**src/fcsl_regs.svh**
```systemverilog
`ifndef FCSL_REGS_SVH
`define FCSL_REGS_SVH

// clock and timing
`define FCSL_CLK_PERIOD_NS 10
`define FCSL_T_SETUP_NS 20
`define FCSL_SETUP_CYC ((`FCSL_T_SETUP_NS + `FCSL_CLK_PERIOD_NS - 1) / `FCSL_CLK_PERIOD_NS)
`define FCSL_T_STROBE_NS 70
`define FCSL_STROBE_CYC ((`FCSL_T_STROBE_NS + `FCSL_CLK_PERIOD_NS - 1) / `FCSL_CLK_PERIOD_NS)
`define FCSL_T_HOLD_NS 20
`define FCSL_HOLD_CYC ((`FCSL_T_HOLD_NS + `FCSL_CLK_PERIOD_NS - 1) / `FCSL_CLK_PERIOD_NS)
`define FCSL_SYNC_CYC 2
`define FCSL_T_SETTLE_US 10
`define FCSL_SETTLE_CYC ((`FCSL_T_SETTLE_US * 1000 + `FCSL_CLK_PERIOD_NS - 1) / `FCSL_CLK_PERIOD_NS)

// apb register offsets
`define FCSL_CTRL_OFS 12'h000
`define FCSL_ADDR_OFS 12'h004
`define FCSL_WDATA_OFS 12'h008
`define FCSL_STATUS_OFS 12'h00C
`define FCSL_RDATA_OFS 12'h010

// control fields
`define FCSL_CTRL_GO_BIT 0
`define FCSL_CTRL_OP_LSB 1
`define FCSL_CTRL_OP_MSB 3
`define FCSL_CTRL_WORD_BIT 4
`define FCSL_CTRL_RESET 32'h0000_0000

// status fields
`define FCSL_ST_BUSY_BIT 0
`define FCSL_ST_DONE_BIT 1
`define FCSL_ST_FAIL_BIT 2
`define FCSL_ST_ERASE_BIT 3

// flash status bit positions
`define FCSL_OP_TOGGLE_POS 6
`define FCSL_FAILURE_POS 5

// unlock addresses and command codes
`define FCSL_UNLOCK1_BYTE 18'h0AAAA
`define FCSL_UNLOCK1_WORD 18'h05555
`define FCSL_UNLOCK2_BYTE 18'h00555
`define FCSL_UNLOCK2_WORD 18'h02AAA
`define FCSL_UNLOCK1_DATA 16'h00AA
`define FCSL_UNLOCK2_DATA 16'h0055
`define FCSL_CMD_RESET 16'h00F0
`define FCSL_CMD_IDENT 16'h0090
`define FCSL_CMD_PROGRAM 16'h00A0
`define FCSL_CMD_ERASE_SETUP 16'h0080
`define FCSL_CMD_ERASE_CONFIRM 16'h0030

`endif

```
**src/fcsl_pkg.sv**
```systemverilog
package fcsl_pkg;

  typedef enum logic [2:0] {
    OP_READ,
    OP_RESET,
    OP_IDENT,
    OP_PROG,
    OP_ERASE,
    OP_ERASE_ADD,
    OP_WAIT
  } fcsl_op_e;

  typedef enum logic [3:0] {
    HS_IDLE,
    HS_WRITE,
    HS_RDA,
    HS_RDB,
    HS_RDC,
    HS_RDD,
    HS_FINAL,
    HS_RST,
    HS_SETTLE
  } fcsl_host_e;

  typedef enum logic [1:0] {
    CY_IDLE,
    CY_SETUP,
    CY_STROBE,
    CY_HOLD
  } fcsl_cyc_e;

  typedef struct packed {
    logic wr;
    logic [17:0] addr;
    logic [15:0] data;
  } fcsl_cyc_s;

endpackage

```
**src/fcsl_bus_cycle.sv**
```systemverilog
`timescale 1ns/10ps
`default_nettype none
`include "fcsl_regs.svh"

module fcsl_bus_cycle #(
  parameter int SETUP_CYC = `FCSL_SETUP_CYC,
  parameter int STROBE_CYC = `FCSL_STROBE_CYC,
  parameter int HOLD_CYC = `FCSL_HOLD_CYC
) (
  input wire logic sys_clk,
  input wire logic rst,
  input wire logic reqValid,
  output logic reqReady,
  input wire fcsl_pkg::fcsl_cyc_s reqCyc,
  input wire logic wordMode,
  output logic rspDone,
  output logic [15:0] rspData,
  output logic [16:0] flashAddr,
  output logic flashAddrM1,
  output logic flashCeN,
  output logic flashOeN,
  output logic flashWeN,
  output logic [15:0] dqOut,
  output logic dqOe,
  input wire logic [15:0] dqIn
);
  fcsl_pkg::fcsl_cyc_e state_ff, nxt_state;
  logic [4:0] cnt_ff, nxt_cnt;
  logic wr_ff, nxt_wr;
  logic [16:0] flashAddr_ff, nxt_flashAddr;
  logic addrM1_ff, nxt_addrM1;
  logic ceN_ff, nxt_ceN, oeN_ff, nxt_oeN, weN_ff, nxt_weN;
  logic [15:0] dqOut_ff, nxt_dqOut;
  logic dqOe_ff, nxt_dqOe;
  logic done_ff, nxt_done;
  logic [15:0] rspData_ff, nxt_rspData;
  logic [15:0] dqMeta_ff, dqSync_ff;

  // pin data arrives asynchronously: two stages before use
  always_ff @(posedge sys_clk or posedge rst) begin
    if (rst) begin
      dqMeta_ff <= 16'h0000;
      dqSync_ff <= 16'h0000;
    end else begin
      dqMeta_ff <= dqIn;
      dqSync_ff <= dqMeta_ff;
    end
  end

  assign reqReady = (state_ff == fcsl_pkg::CY_IDLE);

  // one strobe cycle on the pins
  always_comb begin
    nxt_state = state_ff;
    nxt_cnt = cnt_ff;
    nxt_wr = wr_ff;
    nxt_flashAddr = flashAddr_ff;
    nxt_addrM1 = addrM1_ff;
    nxt_ceN = ceN_ff;
    nxt_oeN = oeN_ff;
    nxt_weN = weN_ff;
    nxt_dqOut = dqOut_ff;
    nxt_dqOe = dqOe_ff;
    nxt_done = 1'b0;
    nxt_rspData = rspData_ff;
    case (state_ff)
      fcsl_pkg::CY_IDLE: begin
        if (reqValid) begin
          nxt_wr = reqCyc.wr;
          nxt_flashAddr = wordMode ? reqCyc.addr[16:0] : reqCyc.addr[17:1];
          nxt_addrM1 = wordMode ? 1'b0 : reqCyc.addr[0];
          nxt_dqOut = reqCyc.data;
          nxt_dqOe = reqCyc.wr;
          nxt_ceN = 1'b0; // chip enable leads so write enable is the later fall
          nxt_cnt = 5'(SETUP_CYC - 1);
          nxt_state = fcsl_pkg::CY_SETUP;
        end
      end
      fcsl_pkg::CY_SETUP: begin
        if (cnt_ff == 5'h00) begin
          nxt_weN = ~wr_ff; // RULE_25
          nxt_oeN = wr_ff; // RULE_25
          // reads stay open longer to cover the input synchroniser
          nxt_cnt = wr_ff ? 5'(STROBE_CYC - 1) : 5'(STROBE_CYC + `FCSL_SYNC_CYC - 1);
          nxt_state = fcsl_pkg::CY_STROBE;
        end else begin
          nxt_cnt = cnt_ff - 5'h01;
        end
      end
      fcsl_pkg::CY_STROBE: begin
        if (cnt_ff == 5'h00) begin
          if (!wr_ff) begin
            nxt_rspData = dqSync_ff;
          end
          // raising oe and ce between reads makes every read a fresh toggle
          nxt_weN = 1'b1; // RULE_17
          nxt_oeN = 1'b1;
          nxt_ceN = 1'b1;
          nxt_cnt = 5'(HOLD_CYC - 1);
          nxt_state = fcsl_pkg::CY_HOLD;
        end else begin
          nxt_cnt = cnt_ff - 5'h01;
        end
      end
      default: begin
        if (cnt_ff == 5'h00) begin
          nxt_dqOe = 1'b0; // data held past the rising strobe
          nxt_done = 1'b1;
          nxt_state = fcsl_pkg::CY_IDLE;
        end else begin
          nxt_cnt = cnt_ff - 5'h01;
        end
      end
    endcase
  end

  always_ff @(posedge sys_clk or posedge rst) begin
    if (rst) begin
      state_ff <= fcsl_pkg::CY_IDLE;
      cnt_ff <= 5'h00;
      wr_ff <= 1'b0;
      flashAddr_ff <= 17'h00000;
      addrM1_ff <= 1'b0;
      ceN_ff <= 1'b1;
      oeN_ff <= 1'b1;
      weN_ff <= 1'b1;
      dqOut_ff <= 16'h0000;
      dqOe_ff <= 1'b0;
      done_ff <= 1'b0;
      rspData_ff <= 16'h0000;
    end else begin
      state_ff <= nxt_state;
      cnt_ff <= nxt_cnt;
      wr_ff <= nxt_wr;
      flashAddr_ff <= nxt_flashAddr;
      addrM1_ff <= nxt_addrM1;
      ceN_ff <= nxt_ceN;
      oeN_ff <= nxt_oeN;
      weN_ff <= nxt_weN;
      dqOut_ff <= nxt_dqOut;
      dqOe_ff <= nxt_dqOe;
      done_ff <= nxt_done;
      rspData_ff <= nxt_rspData;
    end
  end

  assign flashAddr = flashAddr_ff;
  assign flashAddrM1 = addrM1_ff;
  assign flashCeN = ceN_ff;
  assign flashOeN = oeN_ff;
  assign flashWeN = weN_ff;
  assign dqOut = dqOut_ff;
  assign dqOe = dqOe_ff;
  assign rspDone = done_ff;
  assign rspData = rspData_ff;
endmodule

`default_nettype wire

```
**src/fcsl_host.sv**
```systemverilog
// Functional notes
// RULE_01: device flips the operation toggle bit on each read while busy.
// RULE_02: two equal toggle reads mean finished; the next read gives final data.
// RULE_03: toggle bit means something only after fourth program or sixth erase write.
// RULE_04: all-protected erase toggles about 100us then returns to array read.
// RULE_05: suspended block reads one on toggle bit; other-block programming toggles it.
// RULE_06: erase-block reads toggle bit 2; other blocks read one or stored data.
// RULE_07: chip erase toggles bit 2; program and done read one except failing block.
// RULE_08: failure flag set on program or erase failure or zero-to-one writes.
// RULE_09: failure flag holds until read/reset; success leaves it at zero.
// RULE_10: erase window flag reads zero 80-120us after last confirm, then one.
// RULE_11: first unlock write is AAh at AAAAh byte or 5555h word.
// RULE_12: second unlock write is 55h at 555h byte or 2AAAh word.
// RULE_13: single F0h write, optionally unlocked, returns device to array read.
// RULE_14: after read/reset during erase, wait 10us before trusting reads.
// RULE_15: after unlock and 90h, address bits pick maker or device code.
// RULE_16: identify mode with bit1 high reads block protection as 01h or 00h.
// RULE_17: program is A0h third, then target; address on fall, data on rise.
// RULE_18: during programming reads give status; only ones become zeros.
// RULE_19: during suspend, programming outside erased blocks toggles bit 2 there.
// RULE_20: block erase: unlock, 80h, unlock, then 30h inside the block.
// RULE_21: extra confirms add blocks without unlock and restart the erase window.
// RULE_22: bad confirm or bad unlock drops the sequence to array read.
// RULE_23: during erase only suspend and read/reset commands are taken.
// RULE_24: unknown write sequences leave the device in array read.
// RULE_25: write cycle is chip and write enable low, output enable high.
`timescale 1ns/10ps
`default_nettype none
`include "fcsl_regs.svh"

module fcsl_host #(
  parameter int SETTLE_CYC = `FCSL_SETTLE_CYC
) (
  input wire logic sys_clk,
  input wire logic rst,
  input wire logic psel,
  input wire logic penable,
  input wire logic pwrite,
  input wire logic [11:0] paddr,
  input wire logic [31:0] pwdata,
  output logic [31:0] prdata,
  output logic pready,
  output logic pslverr,
  output logic [16:0] flashAddr,
  output logic flashAddrM1,
  output logic flashCeN,
  output logic flashOeN,
  output logic flashWeN,
  output logic flashWordModeN,
  output logic [15:0] dqOut,
  output logic dqOe,
  input wire logic [15:0] dqIn
);
  fcsl_pkg::fcsl_host_e state_ff, nxt_state;
  fcsl_pkg::fcsl_op_e op_ff, nxt_op;
  logic wordMode_ff, nxt_wordMode;
  logic [17:0] addrReg_ff, nxt_addrReg;
  logic [15:0] wdataReg_ff, nxt_wdataReg;
  logic [15:0] rdataReg_ff, nxt_rdataReg;
  logic [15:0] prevRd_ff, nxt_prevRd;
  logic [2:0] step_ff, nxt_step;
  logic issued_ff, nxt_issued;
  logic done_ff, nxt_done;
  logic fail_ff, nxt_fail;
  logic eraseActive_ff, nxt_eraseActive;
  logic [13:0] settleCnt_ff, nxt_settleCnt;
  logic [31:0] prdata_ff, nxt_prdata;
  logic pslverr_ff, nxt_pslverr;
  logic reqValid, reqReady, rspDone, apbWr, goReq;
  logic [15:0] rspData;
  fcsl_pkg::fcsl_cyc_s reqCyc;
  logic [2:0] opLen;

  // number of writes each operation puts on the pins
  function automatic logic [2:0] seqLen(input fcsl_pkg::fcsl_op_e op);
    case (op)
      fcsl_pkg::OP_RESET: seqLen = 3'd1;
      fcsl_pkg::OP_IDENT: seqLen = 3'd3;
      fcsl_pkg::OP_PROG: seqLen = 3'd4;
      fcsl_pkg::OP_ERASE: seqLen = 3'd6;
      fcsl_pkg::OP_ERASE_ADD: seqLen = 3'd1;
      default: seqLen = 3'd0;
    endcase
  endfunction

  // address and data of one write within a command sequence
  function automatic fcsl_pkg::fcsl_cyc_s seqWrite(input fcsl_pkg::fcsl_op_e op,
      input logic [2:0] step, input logic wm, input logic [17:0] a, input logic [15:0] d);
    fcsl_pkg::fcsl_cyc_s c;
    logic [17:0] u1;
    logic [17:0] u2;
    u1 = wm ? `FCSL_UNLOCK1_WORD : `FCSL_UNLOCK1_BYTE;
    u2 = wm ? `FCSL_UNLOCK2_WORD : `FCSL_UNLOCK2_BYTE;
    c.wr = 1'b1;
    c.addr = u1;
    c.data = `FCSL_CMD_RESET; // RULE_13
    if (op == fcsl_pkg::OP_ERASE_ADD) begin
      c.addr = a; // RULE_21
      c.data = `FCSL_CMD_ERASE_CONFIRM;
    end else if (op != fcsl_pkg::OP_RESET) begin
      if (step == 3'd0 || step == 3'd3) begin
        c.data = `FCSL_UNLOCK1_DATA; // RULE_11
      end else if (step == 3'd1 || step == 3'd4) begin
        c.addr = u2; // RULE_12
        c.data = `FCSL_UNLOCK2_DATA;
      end else if (step == 3'd2) begin
        if (op == fcsl_pkg::OP_IDENT) begin
          c.data = `FCSL_CMD_IDENT; // RULE_15
        end else if (op == fcsl_pkg::OP_PROG) begin
          c.data = `FCSL_CMD_PROGRAM; // RULE_17
        end else begin
          c.data = `FCSL_CMD_ERASE_SETUP; // RULE_20
        end
      end
      if (op == fcsl_pkg::OP_PROG && step == 3'd3) begin
        c.addr = a; // RULE_17
        c.data = d;
      end else if (step == 3'd5) begin
        c.addr = a; // RULE_20
        c.data = `FCSL_CMD_ERASE_CONFIRM;
      end
    end
    seqWrite = c;
  endfunction

  assign apbWr = psel && penable && pwrite;
  assign goReq = apbWr && (paddr == `FCSL_CTRL_OFS) && pwdata[`FCSL_CTRL_GO_BIT]
                 && (state_ff == fcsl_pkg::HS_IDLE) && (pwdata[3:1] != 3'h7);
  assign opLen = seqLen(fcsl_pkg::fcsl_op_e'(pwdata[`FCSL_CTRL_OP_MSB:`FCSL_CTRL_OP_LSB]));

  // apb read data captured in the setup phase, so the access needs no wait
  always_comb begin
    nxt_prdata = prdata_ff;
    nxt_pslverr = pslverr_ff;
    if (psel && !penable) begin
      nxt_pslverr = 1'b0;
      nxt_prdata = 32'h0000_0000;
      if (paddr == `FCSL_CTRL_OFS) begin
        nxt_prdata = {27'h0, wordMode_ff, op_ff, 1'b0};
      end else if (paddr == `FCSL_ADDR_OFS) begin
        nxt_prdata = {14'h0, addrReg_ff};
      end else if (paddr == `FCSL_WDATA_OFS) begin
        nxt_prdata = {16'h0, wdataReg_ff};
      end else if (paddr == `FCSL_STATUS_OFS) begin
        nxt_prdata = {28'h0, eraseActive_ff, fail_ff, done_ff, state_ff != fcsl_pkg::HS_IDLE};
      end else if (paddr == `FCSL_RDATA_OFS) begin
        nxt_prdata = {16'h0, rdataReg_ff};
      end else begin
        nxt_pslverr = 1'b1;
      end
    end
  end

  assign reqCyc = (state_ff == fcsl_pkg::HS_WRITE || state_ff == fcsl_pkg::HS_RST) ?
                  seqWrite(state_ff == fcsl_pkg::HS_RST ? fcsl_pkg::OP_RESET : op_ff,
                  step_ff, wordMode_ff, addrReg_ff, wdataReg_ff) :
                  fcsl_pkg::fcsl_cyc_s'{wr: 1'b0, addr: addrReg_ff, data: 16'h0000};
  assign reqValid = !issued_ff && (state_ff != fcsl_pkg::HS_IDLE)
                    && (state_ff != fcsl_pkg::HS_SETTLE);

  // sequencer: command writes, toggle polling, recovery
  always_comb begin
    nxt_state = state_ff;
    nxt_op = op_ff;
    nxt_wordMode = wordMode_ff;
    nxt_addrReg = addrReg_ff;
    nxt_wdataReg = wdataReg_ff;
    nxt_rdataReg = rdataReg_ff;
    nxt_prevRd = prevRd_ff;
    nxt_step = step_ff;
    nxt_issued = issued_ff;
    nxt_done = done_ff;
    nxt_fail = fail_ff;
    nxt_eraseActive = eraseActive_ff;
    nxt_settleCnt = settleCnt_ff;
    if (reqValid && reqReady) begin
      nxt_issued = 1'b1;
    end
    if (rspDone) begin
      nxt_issued = 1'b0;
    end
    if (state_ff == fcsl_pkg::HS_IDLE && apbWr) begin
      if (paddr == `FCSL_ADDR_OFS) begin
        nxt_addrReg = pwdata[17:0];
      end else if (paddr == `FCSL_WDATA_OFS) begin
        nxt_wdataReg = pwdata[15:0];
      end else if (paddr == `FCSL_CTRL_OFS) begin
        nxt_wordMode = pwdata[`FCSL_CTRL_WORD_BIT];
      end
    end
    case (state_ff)
      fcsl_pkg::HS_IDLE: begin
        if (goReq) begin
          nxt_op = fcsl_pkg::fcsl_op_e'(pwdata[`FCSL_CTRL_OP_MSB:`FCSL_CTRL_OP_LSB]);
          nxt_done = 1'b0;
          nxt_fail = 1'b0;
          nxt_step = 3'd0;
          if (opLen != 3'd0) begin
            nxt_state = fcsl_pkg::HS_WRITE;
          end else if (nxt_op == fcsl_pkg::OP_WAIT) begin
            nxt_state = fcsl_pkg::HS_RDA;
          end else begin
            nxt_state = fcsl_pkg::HS_FINAL;
          end
        end
      end
      fcsl_pkg::HS_WRITE: begin
        if (rspDone) begin
          nxt_step = step_ff + 3'd1;
          if (nxt_step == seqLen(op_ff)) begin
            if (op_ff == fcsl_pkg::OP_IDENT) begin
              nxt_state = fcsl_pkg::HS_FINAL; // RULE_15
            end else if (op_ff == fcsl_pkg::OP_PROG) begin
              nxt_state = fcsl_pkg::HS_RDA; // RULE_03
            end else if (op_ff == fcsl_pkg::OP_RESET) begin
              nxt_eraseActive = 1'b0;
              // an erase cut short needs time before reads are valid
              nxt_state = eraseActive_ff ? fcsl_pkg::HS_SETTLE : fcsl_pkg::HS_IDLE; // RULE_14
              nxt_settleCnt = 14'(SETTLE_CYC);
              nxt_done = !eraseActive_ff;
            end else begin
              // erase window left open so software may add blocks
              nxt_eraseActive = 1'b1; // RULE_21
              nxt_done = 1'b1;
              nxt_state = fcsl_pkg::HS_IDLE;
            end
          end
        end
      end
      fcsl_pkg::HS_RDA: begin
        if (rspDone) begin
          nxt_prevRd = rspData;
          nxt_state = fcsl_pkg::HS_RDB;
        end
      end
      fcsl_pkg::HS_RDB: begin
        if (rspDone) begin
          nxt_prevRd = rspData;
          if (rspData[`FCSL_OP_TOGGLE_POS] == prevRd_ff[`FCSL_OP_TOGGLE_POS]) begin
            nxt_state = fcsl_pkg::HS_FINAL; // RULE_02
          end else if (rspData[`FCSL_FAILURE_POS]) begin
            nxt_state = fcsl_pkg::HS_RDC; // RULE_08
          end else begin
            nxt_state = fcsl_pkg::HS_RDA; // RULE_01
          end
        end
      end
      fcsl_pkg::HS_RDC: begin
        if (rspDone) begin
          nxt_prevRd = rspData;
          nxt_state = fcsl_pkg::HS_RDD;
        end
      end
      fcsl_pkg::HS_RDD: begin
        // failure flag may rise just as the operation ends: recheck the toggle
        if (rspDone) begin
          if (rspData[`FCSL_OP_TOGGLE_POS] == prevRd_ff[`FCSL_OP_TOGGLE_POS]) begin
            nxt_state = fcsl_pkg::HS_FINAL; // RULE_02
          end else begin
            nxt_fail = 1'b1; // RULE_09
            nxt_step = 3'd0;
            nxt_state = fcsl_pkg::HS_RST;
          end
        end
      end
      fcsl_pkg::HS_FINAL: begin
        if (rspDone) begin
          nxt_rdataReg = rspData; // RULE_02
          nxt_done = 1'b1;
          if (op_ff == fcsl_pkg::OP_WAIT) begin
            nxt_eraseActive = 1'b0;
          end
          nxt_state = fcsl_pkg::HS_IDLE;
        end
      end
      fcsl_pkg::HS_RST: begin
        // the flag only clears with a read/reset, so send one after a failure
        if (rspDone) begin
          nxt_eraseActive = 1'b0;
          nxt_settleCnt = 14'(SETTLE_CYC);
          nxt_state = fcsl_pkg::HS_SETTLE; // RULE_14
        end
      end
      default: begin
        if (settleCnt_ff == 14'h0000) begin
          nxt_done = 1'b1;
          nxt_state = fcsl_pkg::HS_IDLE;
        end else begin
          nxt_settleCnt = settleCnt_ff - 14'h0001;
        end
      end
    endcase
  end

  always_ff @(posedge sys_clk or posedge rst) begin
    if (rst) begin
      state_ff <= fcsl_pkg::HS_IDLE;
      op_ff <= fcsl_pkg::OP_READ;
      wordMode_ff <= 1'b0;
      addrReg_ff <= 18'h00000;
      wdataReg_ff <= 16'h0000;
      rdataReg_ff <= 16'h0000;
      prevRd_ff <= 16'h0000;
      step_ff <= 3'd0;
      issued_ff <= 1'b0;
      done_ff <= 1'b0;
      fail_ff <= 1'b0;
      eraseActive_ff <= 1'b0;
      settleCnt_ff <= 14'h0000;
      prdata_ff <= 32'h0000_0000;
      pslverr_ff <= 1'b0;
    end else begin
      state_ff <= nxt_state;
      op_ff <= nxt_op;
      wordMode_ff <= nxt_wordMode;
      addrReg_ff <= nxt_addrReg;
      wdataReg_ff <= nxt_wdataReg;
      rdataReg_ff <= nxt_rdataReg;
      prevRd_ff <= nxt_prevRd;
      step_ff <= nxt_step;
      issued_ff <= nxt_issued;
      done_ff <= nxt_done;
      fail_ff <= nxt_fail;
      eraseActive_ff <= nxt_eraseActive;
      settleCnt_ff <= nxt_settleCnt;
      prdata_ff <= nxt_prdata;
      pslverr_ff <= nxt_pslverr;
    end
  end

  fcsl_bus_cycle u_cycle (
    .sys_clk(sys_clk),
    .rst(rst),
    .reqValid(reqValid),
    .reqReady(reqReady),
    .reqCyc(reqCyc),
    .wordMode(wordMode_ff),
    .rspDone(rspDone),
    .rspData(rspData),
    .flashAddr(flashAddr),
    .flashAddrM1(flashAddrM1),
    .flashCeN(flashCeN),
    .flashOeN(flashOeN),
    .flashWeN(flashWeN),
    .dqOut(dqOut),
    .dqOe(dqOe),
    .dqIn(dqIn)
  );

  assign prdata = prdata_ff;
  assign pslverr = pslverr_ff;
  assign pready = 1'b1;
  assign flashWordModeN = ~wordMode_ff;
endmodule

`default_nettype wire

```
**config.mk**
```make
export PLATFORM = sky130hd
export DESIGN_NAME = fcsl_host
export DESIGN_NICKNAME = d
export VERILOG_FILES = /design/src/fcsl_pkg.sv /design/src/fcsl_bus_cycle.sv /design/src/fcsl_host.sv
export VERILOG_INCLUDE_DIRS = /design/src
export SDC_FILE = /design/constraint.sdc
export NUM_CORES = 1
export LEC_CHECK = 0
export BUFFER_PORTS_ARGS = -buffer_cell sky130_fd_sc_hd__buf_2
export CAP_MARGIN = 40
export CORE_ASPECT_RATIO = 0.7
export CORE_MARGIN = 1.5
export CORE_UTILIZATION = 52
export CTS_CLUSTER_SIZE = 24
export DETAILED_ROUTE_END_ITERATION = 12
export HOLD_SLACK_MARGIN = 0.1
export MAX_ROUTING_LAYER = met4
export PLACE_DENSITY = 0.81
export SLEW_MARGIN = 20
export SYNTH_ARGS = -nofsm -noshare
export SYNTH_HDL_FRONTEND = slang
export SYNTH_SLANG_ARGS = --single-unit
```
**constraint.sdc**
```tcl
create_clock -name sys_clk -period 6.5 [get_ports sys_clk]
set_input_delay 1.3 -clock sys_clk [delete_from_list [all_inputs] [get_ports sys_clk]]
set_output_delay 1.3 -clock sys_clk [all_outputs]
set_load 0.01 [all_outputs]
```
==> metrics.txt, run 1 <==
synthesized area 9180 sq um; DPL Wire Length 15800 um; P_leak 0.00499 uW; drt pass-1 iters 8; initial DRC count 1069; post-cts sizing count 0; Fin Clk Skew 0.0130 ns; pins over their slew limit 0; P per Cell Area 387 nW/um^2; Worst Setup Start Kind primary input; FF-to-FF End u_cycle.flashAddr[2]; worst skew pair latency 0.45 ns; RSZ-0062 raised after global routing no; Tightest Pin Transition 1.02 ns; Hold Path End u_cycle.dqSync_ff[2]; Data arrival, critical path 4.07 ns; mean area per synthesized cell 10.7 sq um; Max Root-Sink Buffers 2; Post-Place Cells 1157; grt ovf 0; total number of vias 7361; largest net degree at the start of global routing 195; initial core utilization 53.3%; Synth top area share 52.1%; non-filler cells, final 1191; first-pass GRT wire length 37700 um; post-DR wirelength/cell 19.7 um; r2r setup slk 3.14 ns; Area Overhead vs Synth 14.6%; CTS Hold Bufs 0; number of H-tree levels 4; register area share after synthesis 52.9%; Peak supply drop 0.233 mV; Slew headroom 32.2%; Max Fanout on Critical Path 18; final setup vio count 0; Via density 6.18; cells after synthesis 858; Die Area 18500 sq um; kind of critical path primary input to flop; Die Y 114 um; max_cap viols 0; CTS Sinks 194; Max Freq 267 MHz; worst min-delay path category flop to flop; hold path depth 0; gpl congestion 0.903; Critical Path RT 6.82 ns; diode count 0; Worst-path clk slew 0.08 ns; fraction of registers with async set or reset after synthesis 100%; Num CTS Buffers 17; Synthesis Warnings 0; Global Route met2 Usage 37.9%; initial antenna violation count 0; largest area contributor in the netlist dfrtp_1; vias in the first global route 6687; Global Route met3 Usage 5.87%; PortBufs 108; Yosys cell types 84; status completed; Setup crit end kind flop; top_reg_cell synth dfrtp_1; fin crit period 3.75 ns; depth of the most critical reg-to-reg path 9; most crowded layer after global routing met1; Hold Worst Slack 0.349 ns; reg2reg start step_ff[0]; num rows 40; #FFs+latches synth 194; post-CTS setup buffer count 0; fin crit share 57.6%; total track usage 27.4%; share of post-route cells with drive strength above 1 21.6%; Remaining DRCs 0; root buf cell clkbuf_16; DRT Wirelength 23500 um; worst hold path startpoint u_cycle.dqMeta_ff[2]; Post-synth EDFFs 0; final hold violation count 0; I/O pin total 138; setup_tns 0 ns; Die X 162 um; met1 usage 40.9%; core area 17200 sq um; Antenna Violating Nets Remaining 0; Nets 1028; CTS tree yes; top cells by area, synth dfrtp_1 (52%), mux2_1 (4.2%), mux2_2 (3.7%), o21ai_0 (3.3%), nand2_1 (3.2%)
## flip-flops by register name (all words and copies together) (netlist names), 4 cells and up
name and cells:
addrReg_ff 18, prdata 18, rdataReg_ff 16, settleCnt_ff 14, state_ff 4, u_cycle.cnt_ff 5
u_cycle.dqMeta_ff 16, u_cycle.dqOut 16, u_cycle.dqSync_ff 16, u_cycle.flashAddr 17, u_cycle.rspData 16, wdataReg_ff 16
## per-stage QoR
stage               power, uW  utilization [%]  setup WS, ns  area [sq um]
floorplan                2560                -          2.70          9230
global placement         2850             57.0          2.53          9820
detailed placement       2900             57.1          2.46          9830
CTS                      4060             61.0          2.82         10500
global route             4310             61.1          2.70         10500
finish                   4070             61.1          2.75         10500
## final cells by class
type                            count  area, sq um
Inverter                           29          113
Tap cell                          231          289
Timing Repair Buffer              116          626
Sequential cell                   194         4860
Multi-Input combinational cell    589         3970
Clock buffer                       17          425
Fill cell                        1380         6700
Clock inverter                     15          238
## layer usage
layer  part of all wire, %  vias up  routed length, um
li1                      -     3292                  -
met5                     0        -                  0
met1                    46     3673              10700
met3                   9.7       31               2290
met4                   1.4        0                323
met2                    43      365              10100
## report_power, final
part | switching [uW] | total [uW] | internal (uW)
clock network | 578 | 1160 | 579
logic | 707 | 1220 | 513
registers | 247 | 1690 | 1440
total | 1530 | 4070 | 2540
## worst max-delay path, stage by stage
cell and delay (ns):
buf_2 0.09, or4_4 0.54, nor4_2 0.33, and3b_1 0.80
nand2_2 0.52, mux2_1 0.47
## synthesized netlist by cell type, types with 9 or more instances
master and n:
nand2b_1 12, or3_1 9, mux2_2 30, mux2i_1 9
a21oi_1 41, mux2_1 34, clkbuf_1 32, buf_4 15
nor3_1 14, buf_2 10, nor2_1 56, inv_1 27
a222oi_1 11, a21o_1 11, a22o_1 22, nand3_1 13
dfrtp_1 191, nand2_1 78, o21ai_1 18, o21ai_0 60
ha_1 16
## cells in the final DEF, fill, tap and decap left out, types with 7 or more instances in the layout
| master | count |
|---|---|
| a211oi_1 | 7 |
| a21o_1 | 11 |
| a21oi_1 | 41 |
| a222oi_1 | 11 |
| a22o_1 | 22 |
| a2bb2oi_1 | 7 |
| a31oi_1 | 8 |
| buf_2 | 108 |
| clkbuf_16 | 17 |
| conb_1 | 15 |
| dfrtp_1 | 191 |
| ha_1 | 16 |
| inv_1 | 26 |
| mux2_1 | 34 |
| mux2_2 | 30 |
| mux2i_1 | 9 |
| nand2_1 | 78 |
| nand2b_1 | 12 |
| nand3_1 | 13 |
| nor2_1 | 56 |
| nor2b_1 | 7 |
| nor3_1 | 13 |
| o21ai_0 | 60 |
| o21ai_1 | 18 |
| o31ai_1 | 8 |
| or3_1 | 9 |
## how the worst max path moves through the flow
stage	start	endpoint	slack, ns	cells past startpoint
floorplan	rst	addrReg_ff[0]	2.70	1
global placement	paddr[1]	wdataReg_ff[11]	2.53	6
detailed placement	paddr[1]	wdataReg_ff[10]	2.46	6
CTS	paddr[1]	wdataReg_ff[5]	2.82	6
global route	paddr[1]	wdataReg_ff[5]	2.70	6
finish	paddr[1]	wdataReg_ff[4]	2.75	6
## logic make-up (layout without fill, tap and decap cells)
logic type	count (synthesis)	count (layout)	synth area share, %
buffers and inverters	88	177	4.43
and+or+nand+nor	231	231	12.7
adders and majority gates	16	16	2.18
xor gates and xnor gates	2	2	0.191
muxes	73	73	8.83
AOI/OAI and AO/OA	252	252	18.7
other	2	15	0.0818
DFF	194	194	52.9
(Power assumes the default switching activity.)
==> inputs of run 2 (changes only) <==
--- a/config.mk
+++ b/config.mk
@@ -10,7 +10,7 @@
 export CAP_MARGIN = 40
 export CORE_ASPECT_RATIO = 0.7
 export CORE_MARGIN = 1.5
-export CORE_UTILIZATION = 52
+export CORE_UTILIZATION = 55
 export CTS_CLUSTER_SIZE = 24
 export DETAILED_ROUTE_END_ITERATION = 12
 export HOLD_SLACK_MARGIN = 0.1
==> constraint.sdc (replaced) <==
create_clock -name sys_clk -period 3.6 [get_ports sys_clk]
set_input_delay 0.72 -clock sys_clk [delete_from_list [all_inputs] [get_ports sys_clk]]
set_output_delay 0.72 -clock sys_clk [all_outputs]
set_load 0.01 [all_outputs]
==> run 2 against run 1 <==
Count of clock-buffer cells in the layout is 1 higher. Sequential share of layout area down 0.15 points. Combinational power grew 87%. Core utilization rose by 3.7 points. Hold slack lost 0.028 ns. Cell count rose by 0.34%. Routed wire length shrank 0.89%. Clock skew is 0.0030 ns lower. Sequential power increased by 79%. Clock power increased by 69%.
==> metrics.txt, run 2 (same netlist as run 1, synthesis figures left out) <==
initial DRC count 750 (-30%); post-cts sizing count 0 (unchanged); Critical Path RT 3.93 ns (-2.89 ns); Nets 1037 (+0.88%); fin crit share 87.6%; P per Cell Area 689 nW/um^2 (+78%); Fin Clk Skew 0.0101 ns (-0.00296 ns); share of post-route cells with drive strength above 1 22.3% (+0.73 points); Clk network pwr share 27.0% (-1.4 points); Die Area 17500 sq um (-5.3%); Num CTS Buffers 17 (unchanged); total number of vias 7255 (-1.4%); pins over their slew limit 0 (unchanged); max_cap viols 0 (unchanged); worst skew pair latency 0.44 ns (about the same); Max Freq 317 MHz; setup_tns 0 ns (unchanged); Reg power frac 41.7% (about the same); Psw 2640 uW (+72%); CTS tree yes; Worst Setup Start Kind flop; post-DR wirelength/cell 19.5 um (-1.2%); PortBufs 108 (unchanged); Worst-path clk slew 0.08 ns (about the same); total track usage 28.4% (+1.0 points); P_leak 0.00503 uW (+0.81%); DPL Wire Length 16100 um (+1.8%); kind of critical path flop to flop; Max Fanout on Critical Path 7 (-11); post-CTS setup buffer count 0 (unchanged); Pint 4630 uW (+83%); grt ovf 0 (unchanged); initial core utilization 56.3% (+3.0 points); num rows 39 (-2.5%); CTS Hold Bufs 0 (unchanged); r2r setup slk 0.45 ns (-2.69 ns); most frequent cells in the layout dfrtp_1 (191), buf_2 (108), nand2_1 (78); number of H-tree levels 4 (unchanged); Max Root-Sink Buffers 2 (unchanged); worst min-delay path category primary input to async pin; Area Overhead vs Synth 15.0%; Die X 157 um (-2.7%); gpl congestion 0.909 (+0.58%); switching share of power 36.3% (-1.4 points); fin crit period 3.15 ns; drt pass-1 iters 9 (+1); RSZ-0062 raised after global routing no; Slew headroom 43.2% (+11 points); Tightest Pin Transition 0.843 ns (-0.174 ns); CTS Sinks 194 (unchanged); Antenna Violating Nets Remaining 0 (unchanged); Setup crit end kind flop; Peak supply drop 0.379 mV (+62%); final core occ 64.7% (+3.7 points); largest net degree at the start of global routing 195 (unchanged); Via density 6.07 (-1.8%); final hold violation count 0 (unchanged); status completed; first-pass GRT wire length 36800 um (-2.3%); Data arrival, critical path 3.48 ns (-0.59 ns); Gate power share 31.4% (+1.4 points); commonest non-fill, non-tap cell in the layout dfrtp_1; core area 16300 sq um (-5.3%); Die Y 111 um (-2.7%); vias in the first global route 6601 (-1.3%); I/O pin total 138 (unchanged); root buf cell clkbuf_16; Remaining DRCs 0 (unchanged); final setup vio count 0 (unchanged); DRT Wirelength 23200 um (-0.89%); initial antenna violation count 1 (+1)
run 2: changes by cell type in the layout (fill, tap and decap cells not counted), sizes merged:
cell    before  now
buf        115  125
bufinv       1    2
clkinv       6    7
diode        0    1
inv         36   33
run 2: metrics by stage:
step           hold slack [ns]  setup slack, ns  cells  cell area [sq um]  total power, uW
2_1_floorplan            0.331            0.378    871               9230             4620
4_1_cts                  0.348            0.476   1192              10500             7240
6_report                 0.321            0.446   1195              10600             7270
3_3_place_gp             0.332            0.579   1159               9880             5180
5_1_grt                  0.335            0.218   1195              10600             7690
3_5_place_dp             0.335            0.484   1160               9890             5270
run 2: final timing paths:
| path | start | to | cells after the start |
|---|---|---|---|
| worst min register to register | u_cycle.dqMeta_ff[7] | u_cycle.dqSync_ff[7] | 0 |
| worst max register to register | step_ff[0] | u_cycle.flashAddr[8] | 9 |
| worst max-delay path | step_ff[0] | u_cycle.flashAddr[8] | 9 |
| min in group sys_clk | u_cycle.dqMeta_ff[7] | u_cycle.dqSync_ff[7] | 0 |
| worst min-delay path | rst | u_cycle.dqOut[14] | 3 |
| max in group asynchronous | rst | settleCnt_ff[3] | 4 |
run 2: critical path, cell delays in order, from the launching register on:
cell	delay [ns]
dfrtp_1	0.43
inv_1	0.12
ha_1	0.24
mux2i_1	0.46
ha_1	0.32
or3b_2	0.20
nand4_1	0.09
a31oi_1	0.59
a21oi_1	0.33
a22o_1	0.27
run 2: final cells by class:
cell class / count / area, sq um
diodes: 1 / 2.50
fillers: 1294 / 5750
clock buffers: 18 / 439
flip-flops and latches: 194 / 4860
well taps: 225 / 282
inverters: 29 / 113
multi-input cells: 589 / 3970
clock inverters: 14 / 174
repair buffers: 125 / 716
run 2: per-layer routing:
| metal | GRT usage (%) | vias up | part of all wire [%] |
|---|---|---|---|
| met5 | - | - | 0 |
| met4 | 8.11 | 0 | 1.6 |
| met3 | 6.96 | 31 | 9.9 |
| met2 | 37.3 | 381 | 42 |
| met1 | 43.4 | 3541 | 46 |
| li1 | - | 3302 | - |
run 2: power groups by stage:
stage	sequential [uW]	combinational (uW)	clock, uW
after floorplan	2920	1700	0
after global placement	3030	2150	0
after detailed placement	3060	2210	0
after CTS	3020	2240	1980
after global routing	3090	2530	2070
final	3030	2280	1960
